[src/design/bst_pkg.sv]
// constants for the boundary-scan test port
package bst_pkg;
  localparam int IR_W = 4;
  localparam int ID_W = 32;
  localparam int BC_N = 8;
  localparam logic [3:0] OP_EXTEST = 4'h0;
  localparam logic [3:0] OP_SAMPLE = 4'h1;
  localparam logic [3:0] OP_IDCODE = 4'h2;
  localparam logic [3:0] OP_HIGHZ = 4'h3;
  localparam logic [3:0] OP_BYPASS = 4'hf;
  localparam logic [3:0] IR_RST_VAL = OP_IDCODE;
  localparam logic [1:0] IR_CAPTURE = 2'h1;
  localparam int ID_VER_LSB = 28;
  localparam int ID_PART_LSB = 12;
  localparam int ID_MFR_LSB = 1;
  // identity fields: values are arbitrary
  localparam logic [3:0] ID_VER = 4'h1;
  localparam logic [15:0] ID_PART = 16'h5a5a;
  localparam logic [10:0] ID_MFR = 11'h2b5;
  localparam logic ID_MARK = 1'b1;
  localparam real TCK_MIN_PERIOD_NS = 100.0;
  localparam real CLK_PERIOD_NS = 8.0;
  localparam int TCK_MIN_CYC = int'((TCK_MIN_PERIOD_NS + CLK_PERIOD_NS - 1.0) / CLK_PERIOD_NS);
  typedef enum logic [3:0] {
    ST_RESET = 4'h0, ST_IDLE = 4'h1, ST_SEL_DR = 4'h3, ST_CAP_DR = 4'h2,
    ST_SH_DR = 4'h6, ST_EX1_DR = 4'h7, ST_PA_DR = 4'h5, ST_EX2_DR = 4'h4,
    ST_UPD_DR = 4'hc, ST_SEL_IR = 4'hd, ST_CAP_IR = 4'hf, ST_SH_IR = 4'he,
    ST_EX1_IR = 4'ha, ST_PA_IR = 4'hb, ST_EX2_IR = 4'h9, ST_UPD_IR = 4'h8
  } bst_state_t;
endpackage : bst_pkg

[src/design/bst_tap.sv]
// boundary-scan test access port with instruction decode and data registers
// Behaviour
// code 0000 drives pins from boundary cells; chain between test in and out
// code 1111 puts the one-bit bypass stage in the serial path
// code 0010 loads the 32-bit identification register and shifts it
// code 0011 uses bypass and forces every output driver high-impedance
// code 0001 captures current pin values into boundary cells for shifting
// code 0001 shifts test data into cells without driving pins
// controller loads only the five defined codes; others reserved (the code loads any 4-bit code and decodes reserved ones as bypass)
// identification bit 0 always reads one
// identification bits 31:28 hold the revision number
// identification bits 27:12 hold a fixed part number
// identification bits 11:1 hold the manufacturer code
// output forcing and sampling covers all outputs except test data out
// input sampling covers all inputs except test in, mode select, test reset
// four-bit instruction register loads serially in Shift-IR
// mode select and test input sampled on rising test clock
// test out changes on falling test clock; high-impedance when not shifting
// chain bit 0 shifts out first; enable cells active high
// test reset low returns to Test-Logic-Reset with identification selected
`timescale 1ns/100ps
module bst_tap (
  // system
  input wire logic clk_i,
  input wire logic arst_n_i,
  // test port pins
  input wire logic tck_i,
  input wire logic tms_i,
  input wire logic tdi_i,
  input wire logic trst_n_i,
  output logic tdo_o,
  output logic tdo_oe_o,
  // core side pins
  input wire logic [bst_pkg::BC_N-1:0] core_in_i,
  input wire logic [bst_pkg::BC_N-1:0] core_out_i,
  input wire logic [bst_pkg::BC_N-1:0] core_oe_i,
  output logic [bst_pkg::BC_N-1:0] pin_out_o,
  output logic [bst_pkg::BC_N-1:0] pin_oe_o,
  // status
  output logic [3:0] ir_o,
  output logic test_mode_o
);
  localparam int N = bst_pkg::BC_N;
  // chain layout: inputs, then output values, then output enables
  localparam int CH = 3 * N;

  // synchronised test port pins
  logic [3:0] sync_q;
  logic tck_s;
  logic tms_s;
  logic tdi_s;
  logic trst_n_s;
  logic tck_d_ff;

  // controller state and registers
  bst_pkg::bst_state_t st_ff;
  bst_pkg::bst_state_t nxt_st;
  logic [3:0] ir_sh_ff;
  logic [3:0] ir_ff;
  logic by_ff;
  logic [bst_pkg::ID_W-1:0] id_ff;
  logic [CH-1:0] bc_ff;
  logic [CH-1:0] bc_upd_ff;
  logic tdo_ff;
  logic tdo_oe_ff;
  logic [N-1:0] pin_out_ff;
  logic [N-1:0] pin_oe_ff;
  logic test_mode_ff;

  // decode
  wire logic tck_rise;
  wire logic tck_fall;
  wire logic sel_chain;
  wire logic sel_id;
  wire logic sel_by;
  wire logic in_cap_dr;
  wire logic in_sh_dr;
  wire logic in_upd_dr;
  wire logic in_cap_ir;
  wire logic in_sh_ir;
  wire logic in_upd_ir;
  wire logic dr_lsb;
  wire logic [bst_pkg::ID_W-1:0] id_word;
  wire logic [CH-1:0] bc_snap;
  wire logic [N-1:0] drv_out;
  wire logic [N-1:0] drv_oe;

  // tdi, tms and trst are not boundary cells
  bst_sync #(.W(4)) u_sync (
    .clk_i(clk_i),
    .arst_n_i(arst_n_i),
    .d_i({tck_i, tms_i, tdi_i, trst_n_i}),
    .q_o(sync_q)
  );
  assign {tck_s, tms_s, tdi_s, trst_n_s} = sync_q;

  // test clock edges as seen by clk_i; both idle low after reset
  assign tck_rise = tck_s & ~tck_d_ff;
  assign tck_fall = ~tck_s & tck_d_ff;

  function automatic logic is_chain(input logic [3:0] op);
    is_chain = (op == bst_pkg::OP_EXTEST) || (op == bst_pkg::OP_SAMPLE);
  endfunction : is_chain

  // reserved codes fall back to the bypass stage
  function automatic logic is_bypass(input logic [3:0] op);
    is_bypass = !is_chain(op) && (op != bst_pkg::OP_IDCODE);
  endfunction : is_bypass

  function automatic bst_pkg::bst_state_t step(input bst_pkg::bst_state_t s, input logic m);
    unique case (s)
      bst_pkg::ST_RESET: step = m ? bst_pkg::ST_RESET : bst_pkg::ST_IDLE;
      bst_pkg::ST_IDLE: step = m ? bst_pkg::ST_SEL_DR : bst_pkg::ST_IDLE;
      bst_pkg::ST_SEL_DR: step = m ? bst_pkg::ST_SEL_IR : bst_pkg::ST_CAP_DR;
      bst_pkg::ST_CAP_DR: step = m ? bst_pkg::ST_EX1_DR : bst_pkg::ST_SH_DR;
      bst_pkg::ST_SH_DR: step = m ? bst_pkg::ST_EX1_DR : bst_pkg::ST_SH_DR;
      bst_pkg::ST_EX1_DR: step = m ? bst_pkg::ST_UPD_DR : bst_pkg::ST_PA_DR;
      bst_pkg::ST_PA_DR: step = m ? bst_pkg::ST_EX2_DR : bst_pkg::ST_PA_DR;
      bst_pkg::ST_EX2_DR: step = m ? bst_pkg::ST_UPD_DR : bst_pkg::ST_SH_DR;
      bst_pkg::ST_UPD_DR: step = m ? bst_pkg::ST_SEL_DR : bst_pkg::ST_IDLE;
      bst_pkg::ST_SEL_IR: step = m ? bst_pkg::ST_RESET : bst_pkg::ST_CAP_IR;
      bst_pkg::ST_CAP_IR: step = m ? bst_pkg::ST_EX1_IR : bst_pkg::ST_SH_IR;
      bst_pkg::ST_SH_IR: step = m ? bst_pkg::ST_EX1_IR : bst_pkg::ST_SH_IR;
      bst_pkg::ST_EX1_IR: step = m ? bst_pkg::ST_UPD_IR : bst_pkg::ST_PA_IR;
      bst_pkg::ST_PA_IR: step = m ? bst_pkg::ST_EX2_IR : bst_pkg::ST_PA_IR;
      bst_pkg::ST_EX2_IR: step = m ? bst_pkg::ST_UPD_IR : bst_pkg::ST_SH_IR;
      bst_pkg::ST_UPD_IR: step = m ? bst_pkg::ST_SEL_DR : bst_pkg::ST_IDLE;
    endcase
  endfunction : step

  assign nxt_st = step(st_ff, tms_s);
  assign sel_chain = is_chain(ir_ff);
  assign sel_by = is_bypass(ir_ff);
  assign sel_id = ir_ff == bst_pkg::OP_IDCODE;
  assign in_cap_dr = st_ff == bst_pkg::ST_CAP_DR;
  assign in_sh_dr = st_ff == bst_pkg::ST_SH_DR;
  assign in_upd_dr = st_ff == bst_pkg::ST_UPD_DR;
  assign in_cap_ir = st_ff == bst_pkg::ST_CAP_IR;
  assign in_sh_ir = st_ff == bst_pkg::ST_SH_IR;
  assign in_upd_ir = st_ff == bst_pkg::ST_UPD_IR;
  assign id_word = {bst_pkg::ID_VER, bst_pkg::ID_PART, bst_pkg::ID_MFR, bst_pkg::ID_MARK};
  assign bc_snap = {core_oe_i, core_out_i, core_in_i};
  assign dr_lsb = sel_chain ? bc_ff[0] : (sel_id ? id_ff[0] : by_ff);

  // pins follow the core unless a test instruction owns them
  assign drv_out = (ir_ff == bst_pkg::OP_EXTEST) ? bc_upd_ff[2*N-1:N] : core_out_i;
  assign drv_oe = (ir_ff == bst_pkg::OP_HIGHZ) ? '0 :
    ((ir_ff == bst_pkg::OP_EXTEST) ? bc_upd_ff[CH-1:2*N] : core_oe_i);

  // controller state
  always_ff @(posedge clk_i or negedge arst_n_i) begin
    if (!arst_n_i) begin
      tck_d_ff <= 1'b0;
      st_ff <= bst_pkg::ST_RESET;
    end else begin
      tck_d_ff <= tck_s;
      if (!trst_n_s) begin
        st_ff <= bst_pkg::ST_RESET;
      end else if (tck_rise) begin
        st_ff <= nxt_st;
      end
    end
  end

  // instruction register: shift on rise, take effect on the update fall
  always_ff @(posedge clk_i or negedge arst_n_i) begin
    if (!arst_n_i) begin
      ir_sh_ff <= '0;
      ir_ff <= bst_pkg::IR_RST_VAL;
    end else begin
      if (!trst_n_s || st_ff == bst_pkg::ST_RESET) begin
        ir_ff <= bst_pkg::IR_RST_VAL;
      end else if (tck_fall && in_upd_ir) begin
        ir_ff <= ir_sh_ff;
      end
      if (tck_rise && in_cap_ir) begin
        ir_sh_ff <= {2'h0, bst_pkg::IR_CAPTURE};
      end else if (tck_rise && in_sh_ir) begin
        ir_sh_ff <= {tdi_s, ir_sh_ff[3:1]};
      end
    end
  end

  // data registers: capture and shift on the rising test clock
  always_ff @(posedge clk_i or negedge arst_n_i) begin
    if (!arst_n_i) begin
      by_ff <= 1'b0;
      id_ff <= '0;
      bc_ff <= '0;
    end else if (tck_rise && in_cap_dr) begin
      by_ff <= 1'b0;
      if (sel_id) begin
        id_ff <= id_word;
      end
      if (sel_chain) begin
        bc_ff <= bc_snap;
      end
    end else if (tck_rise && in_sh_dr) begin
      by_ff <= tdi_s;
      if (sel_id) begin
        id_ff <= {tdi_s, id_ff[bst_pkg::ID_W-1:1]};
      end
      if (sel_chain) begin
        bc_ff <= {tdi_s, bc_ff[CH-1:1]};
      end
    end
  end

  // update stage keeps pins steady while the chain shifts
  always_ff @(posedge clk_i or negedge arst_n_i) begin
    if (!arst_n_i) begin
      bc_upd_ff <= '0;
    end else if (tck_fall && in_upd_dr && sel_chain) begin
      bc_upd_ff <= bc_ff;
    end
  end

  // serial output changes on the falling test clock
  always_ff @(posedge clk_i or negedge arst_n_i) begin
    if (!arst_n_i) begin
      tdo_ff <= 1'b0;
      tdo_oe_ff <= 1'b0;
    end else if (tck_fall) begin
      tdo_ff <= in_sh_ir ? ir_sh_ff[0] : dr_lsb;
      tdo_oe_ff <= in_sh_ir || in_sh_dr;
    end
  end

  // registered pin drive
  always_ff @(posedge clk_i or negedge arst_n_i) begin
    if (!arst_n_i) begin
      pin_out_ff <= '0;
      pin_oe_ff <= '0;
      test_mode_ff <= 1'b0;
    end else begin
      pin_out_ff <= drv_out;
      pin_oe_ff <= drv_oe;
      test_mode_ff <= (ir_ff == bst_pkg::OP_EXTEST) || (ir_ff == bst_pkg::OP_HIGHZ);
    end
  end

  assign tdo_o = tdo_ff;
  assign tdo_oe_o = tdo_oe_ff;
  assign pin_out_o = pin_out_ff;
  assign pin_oe_o = pin_oe_ff;
  assign ir_o = ir_ff;
  assign test_mode_o = test_mode_ff;
endmodule : bst_tap

[src/design/bst_sync.sv]
// two-flop synchroniser for a bundle of pins
`timescale 1ns/100ps
module bst_sync #(
  parameter int W = 1
) (
  input wire logic clk_i,
  input wire logic arst_n_i,
  input wire logic [W-1:0] d_i,
  output logic [W-1:0] q_o
);
  logic [W-1:0] meta_ff;
  always_ff @(posedge clk_i or negedge arst_n_i) begin
    if (!arst_n_i) begin
      meta_ff <= '0;
      q_o <= '0;
    end else begin
      meta_ff <= d_i;
      q_o <= meta_ff;
    end
  end
endmodule : bst_sync

[config.mk]
export PLATFORM = sky130hd
export DESIGN_NAME = bst_tap
export DESIGN_NICKNAME = d
export VERILOG_FILES = /design/src/design/bst_pkg.sv /design/src/design/bst_tap.sv /design/src/design/bst_sync.sv
export SDC_FILE = /design/constraint.sdc
export NUM_CORES = 1
export LEC_CHECK = 0
export BUFFER_PORTS_ARGS = -buffer_cell sky130_fd_sc_hd__buf_2
export CORE_MARGIN = 2
export CORE_UTILIZATION = 35
export DETAILED_ROUTE_END_ITERATION = 10
export GPL_ROUTABILITY_DRIVEN = 1
export HOLD_SLACK_MARGIN = 0.1
export MAX_ROUTING_LAYER = met4
export PLACE_DENSITY_LB_ADDON = 0.05
export SLEW_MARGIN = 30
export SYNTH_ARGS = -nofsm -noshare
export SYNTH_HDL_FRONTEND = slang
export SYNTH_SLANG_ARGS = --single-unit
[constraint.sdc]
create_clock -name clk_i -period 2.2 [get_ports clk_i]
set_input_delay 0 -clock clk_i [delete_from_list [all_inputs] [get_ports clk_i]]
set_output_delay 0 -clock clk_i [all_outputs]
set_load 0.01 [all_outputs]
==> results of run 1 <==
worst max-delay path: stages (launching register included):
cell     delay, ns
dfrtp_1       0.49
nor3_4        0.25
and3_4        0.22
nand3_4       0.27
mux2_4        0.40
state kept, by name, summed over array words and instances (netlist names), 4 cells and up:
name and cells:
id_ff 32, st_ff 4, bc_upd_ff 16, ir_o 4
u_sync.q_o 4, ir_sh_ff 4, u_sync.meta_ff 4, pin_oe_o 8
pin_out_o 8, bc_ff 24
final timing paths:
kind,end,slack (ns),startpoint,depth (start not counted)
worst max-delay path,bc_upd_ff[19],0.44,ir_o[3],4
worst min-delay path,pin_oe_o[3],0.14,arst_n_i,2
worst max register to register,bc_upd_ff[19],0.44,ir_o[3],4
worst min register to register,u_sync.q_o[0],0.35,u_sync.meta_ff[0],0
max in group asynchronous,ir_o[1],1.31,arst_n_i,3
min in group clk_i,u_sync.meta_ff[3],0.23,tck_i,2
report_power, final:
part,internal (uW),total (uW),leakage (uW),switching [uW]
Combinational,119,254,0.00122,135
Clock,1540,2460,0.000270,922
Sequential,2140,2170,0.00138,31.6
layout by cell type (no fill, tap or decap), types with 8 or more instances in the layout:
cell	instances
mux2_2	8
nand2_1	120
buf_4	16
dlygate4sd3_1	29
buf_2	51
nand2b_1	9
mux2_4	10
a21oi_1	11
mux2i_1	26
clkinv_2	8
clkbuf_16	17
nor2_1	28
dfrtp_1	111
o21ai_0	61
timing repair:
item / CTS / global route
endpoints found under the hold margin: 137 / 0
endpoints found under the setup margin: 0 / 0
hold buffers: 29 / 0
through the flow:
stage	hold slack [ns]	instances	setup WS [ns]
2_1_floorplan	-0.296	464	0.588
3_3_place_gp	0.0342	679	0.468
3_5_place_dp	0.0383	679	0.435
4_1_cts	0.152	740	0.420
5_1_grt	0.181	740	0.329
6_report	0.144	740	0.440
layer usage:
metal | vias up | routed length, um | global-route usage
met1 | 1593 | 5070 | 0.208
met2 | 72 | 4660 | 0.235
met3 | 12 | 424 | 0.0470
met5 | - | 0 | -
li1 | 1749 | - | -
met4 | 0 | 146 | 0.0625
area by class of cell:
cell class                 count  area, sq um
clock buffer                  21          480
multi-input combinational    319         1850
tap                          176          220
fill                        1306         7210
clock inverter                11         62.6
timing repair buffer          97          686
inverter                       3         11.3
sequential                   113         2830
logic make-up (layout without fill, tap and decap cells):
group / after synthesis / in the layout / share of synthesized area
buffers and inverters: 32 / 132 / 0.0301
multiplexers: 44 / 44 / 0.104
flip-flops: 113 / 113 / 0.586
AND/OR/NAND/NOR: 184 / 184 / 0.174
AO/OA/AOI/OAI: 91 / 91 / 0.106
==> reports/summary.txt, run 1 <==
clock sink count - 113
Pleak - 0.00288 uW
First DRT Iteration DRCs - 178
H-tree Lvls - 4
Max IR drop VDD - 0.514 mV
clock buffer depth - 2
Synth Flop Type - dfrtp_1
sequential area share after synthesis - 0.586
Gate Count Post-Synth - 464
first-pass GRT wire length - 17500 um
final instance area - 6140 sq um
critical path class - reg2reg
number of flops mapped to enable cells by yosys - 0
Die ar. - 14700 sq um
CTS tree - built
area share of the largest cell type after synthesis - 0.581
Synth Cell Area - 4830 sq um
DRT antenna net count - 0
CTS Root Cell - clkbuf_16
# DRC - 0
fin. max-slew vios - 0
Post-synth ARST share - 1.00
dpl cell area - 5310 sq um
largest net degree at the start of global routing - 64
Pwr per Cell Area - 795 nW/um^2
Final Hold Fails - 0
yosys warns - 0
Core ar. - 13300 sq um
outcome - finished, final reports clean
critical path arrival - 2.05 ns
area leader, netlist - dfrtp_1
I/O pin cnt - 53
crit path max fanout - 16
kind of end point of the critical path - flop
Startpoint Class - flop
drt pass-1 iters - 4
Tightest Pin Transition - 0.589 ns
Avg WL per Cell - 13.9 um
syn_area_per_cell - 10.4 sq um
Port-buffer cells - 52
Worst slew margin - 0.607
synth cell count leaders - nand2_1 (120), dfrtp_1 (112), o21ai_0 (61)
RSZ-0062 raised after global routing - no
most frequent cell after synthesis - nand2_1
routability cong. - 0.699
f_max - 568 MHz
final WL - 10300 um
antenna violations before repair - 0
Cell variety after synth - 48
Post-Synthesis Net Count - 494
Setup violations, final - 0
#FFs+latches synth - 113
FP Rows - 42
Critical Path RT - 2.49 ns
share of layout cells above drive strength 1 - 0.229
Post-layout nets - 581
Synth area leaders - dfrtp_1 (58%), nand2_1 (9.3%), o21ai_0 (6.3%), mux2i_1 (5.4%), mux2_4 (3.1%)
crit share post-route - 0.800
clock skew - 0.00643 ns
gr usage total - 0.160
vias in the first global route - 3392
die width - 121 um
Worst-path clk slew - 0.05 ns
DPL Wire Length - 6540 um
starting density of the core - 0.362
Worst Hold Class - in2async
TritonCTS Buffers - 17
total power - 4890 uW
via count - 3426
die height - 121 um
# resized after CTS - 0
number of max-cap violations - 0
area growth from synthesis to layout - 27.3%
setup TNS - 0 ns
Finished Core Util - 0.460
Vias/cell - 4.63
clk_lat worst skew - 0.41 ns
Post-CTS Setup Repair Bufs - 0
diode count - 0
minimum clock period - 1.76 ns
Congestion Overflow GR - 0
(Power assumes the default switching activity.)
==> run 2: changes to the inputs <==
- clock period: 2.2 -> 1.48 ns (I/O delays scaled with it)
==> run 2 against run 1 <==
  * Clock skew is 0.0046 ns higher
  * Final area is 10% higher
  * The run now ends with setup timing left
  * Worst setup slack worse by 0.46 ns
  * Largest cell class unchanged
  * Largest power group unchanged
  * Global-route usage is 0.56 points higher
  * Register-to-register slack worse by 0.46 ns
==> reports/summary.txt, run 2 (same netlist as run 1, synthesis figures left out) <==
Worst Hold Class - in2reg
clock power share - 0.510 (+0.007)
Regs by FF count - id_ff x32, bc_ff x24, bc_upd_ff x16
clk_lat worst skew - 0.41 ns (about the same)
crit path max fanout - 16 (unchanged)
FP Rows - 42 (unchanged)
DPL Wire Length - 6960 um (+6.5%)
Largest register FFs - 32 (unchanged)
First DRT Iteration DRCs - 180 (+1.1%)
Setup violations, final - 15 (+15)
P_int - 5930 uW (+56%)
critical path arrival - 1.79 ns (-0.26 ns)
gr usage total - 0.165 (+0.00559)
H-tree Lvls - 4 (unchanged)
DRT antenna net count - 0 (unchanged)
register area - 2840 sq um (+0.18%)
vias in the first global route - 3601 (+6.2%)
most frequent cells in the layout - nand2_1 (111), dfrtp_1 (107), o21ai_0 (53), buf_2 (51), buf_4 (32)
Worst-path clk slew - 0.05 ns (about the same)
critical path class - reg2reg
antenna violations before repair - 0 (unchanged)
largest net degree at the start of global routing - 49 (-23%)
worst r2r path cells - 5 (+1)
switching power - 1610 uW (+48%)
crit share post-route - 1.02 (+0.216)
clock sink count - 113 (unchanged)
Congestion Overflow GR - 0 (unchanged)
hold_ws - 0.229 ns (+0.0849 ns)
die width - 121 um (unchanged)
starting density of the core - 0.362 (unchanged)
Avg WL per Cell - 14.8 um (+5.9%)
Vias/cell - 4.68 (+1.2%)
TritonCTS Buffers - 17 (unchanged)
commonest non-fill, non-tap cell in the layout - nand2_1
f_max - 665 MHz (+17%)
Tightest Pin Transition - 0.378 ns (-0.211 ns)
drt pass-1 iters - 4 (unchanged)
minimum clock period - 1.50 ns (-0.257 ns)
multi-input logic area - 2030 sq um (+9.4%)
Logic pwr share - 0.061 (+0.009)
final setup margin - -0.0230 ns (-0.463 ns)
routability cong. - 0.806 (+15%)
Max IR drop VDD - 0.949 mV (+84%)
area growth from synthesis to layout - 40.0%
CTS Root Cell - clkbuf_16
Die ar. - 14700 sq um (unchanged)
fillers - 1257 (-3.8%)
outcome - finished with violations
Worst slew margin - 0.742 (+0.134)
Final Hold Fails - 0 (unchanged)
r2r setup slk - -0.02 ns (-0.46 ns)
die height - 121 um (unchanged)
final WL - 11400 um (+11%)
clock skew - 0.0111 ns (+0.00462 ns)
kind of end point of the critical path - flop
Post-layout nets - 614 (+5.7%)
worst slack, placed - -0.0690 ns (-0.504 ns)
Critical Path RT - 1.77 ns (-0.72 ns)
diode count - 0 (unchanged)
Pwr per Cell Area - 1120 nW/um^2 (+40%)
Hold Path Stages - 2
Port-buffer cells - 52 (unchanged)
Sequential Power Share - 0.429 (-0.016)
setup TNS - -0.117 ns (-0.117 ns)
I/O pin cnt - 53 (unchanged)
share of layout cells above drive strength 1 - 0.317 (+0.0879)
via count - 3621 (+5.7%)
failing checks - setup timing
Pleak - 0.00316 uW (+10%)
RSZ-0062 raised after global routing - yes
Sw Share - 0.213 (-0.00981)
first-pass GRT wire length - 18200 um (+4.3%)
fin. max-slew vios - 0 (unchanged)
Core ar. - 13300 sq um (unchanged)
Startpoint Class - flop
most flop-heavy register - id_ff
number of max-cap violations - 0 (unchanged)
CTS tree - built
# DRC - 0 (unchanged)
clock buffer depth - 2 (unchanged)
run 2: cell types whose count changed in the layout (fill, tap and decap cells not counted), moves of 7 or more:
| cell | delta |
|---|---|
| buf_12 | +7 |
| buf_4 | +16 |
| a21oi_2 | +9 |
| nand2_1 | -9 |
| o21ai_0 | -8 |
| o21ai_1 | +8 |
| a21oi_1 | -9 |
run 2: stage by stage:
stage          instance area (sq um)  instances  utilization  total power [uW]
6_report                        6760        773        0.506              7540
5_1_grt                         6760        773        0.506              7840
4_1_cts                         6470        765        0.485              7610
3_5_place_dp                    5580        703        0.418              3650
3_3_place_gp                    5580        703        0.418              3640
2_1_floorplan                   4840        464            -              3420
run 2: power by group through the flow:
stage	Clock (uW)	Combinational (uW)	Sequential, uW
final	3850	461	3230
after global routing	4080	518	3240
after CTS	3950	430	3230
after detailed placement	0	366	3280
after global placement	0	362	3280
after floorplan	0	133	3280
run 2: worst paths after layout:
check	startpoint	endpoint
worst max-delay path	ir_o[1]	bc_upd_ff[12]
worst min-delay path	tck_i	u_sync.meta_ff[3]
worst max register to register	ir_o[1]	bc_upd_ff[12]
worst min register to register	u_sync.meta_ff[2]	u_sync.q_o[2]
max in group asynchronous	arst_n_i	ir_o[1]
min in group asynchronous	arst_n_i	pin_oe_o[3]
run 2: metal layers:
metal	vias to the layer above	part of all wire	routed length [um]	GRT usage
li1	1815	-	-	-
met1	1748	0.48	5430	0.207
met2	46	0.48	5500	0.259
met3	12	0.026	297	0.0371
met4	0	0.015	172	0.0711
met5	-	0	0	-
run 2: what timing repair did:
item                                    in CTS  in global routing
gates cloned                                 0                  4
setup buffers                                0                  4
pin swaps                                    3                 19
resized for setup                            5                 52
hold endpoints to repair                   156                  0
endpoints found under the setup margin      62                 88
hold buffers                                30                  0
run 2: area by class of cell:
| class | count | share of cell area |
|---|---|---|
| flip-flops and latches | 113 | 0.420 |
| inverters | 3 | 0.00167 |
| multi-input cells | 319 | 0.300 |
| repair buffers | 130 | 0.163 |
| clock inverters | 5 | 0.00741 |
| well taps | 176 | 0.0326 |
| clock buffers | 27 | 0.0759 |
run 2: worst max-delay path, cell delays in order (launching register included):
cell and delay, ns:
dfstp_2 0.56, nor3_4 0.06, and3_4 0.18, nand3_4 0.06, buf_12 0.17, mux2_2 0.35
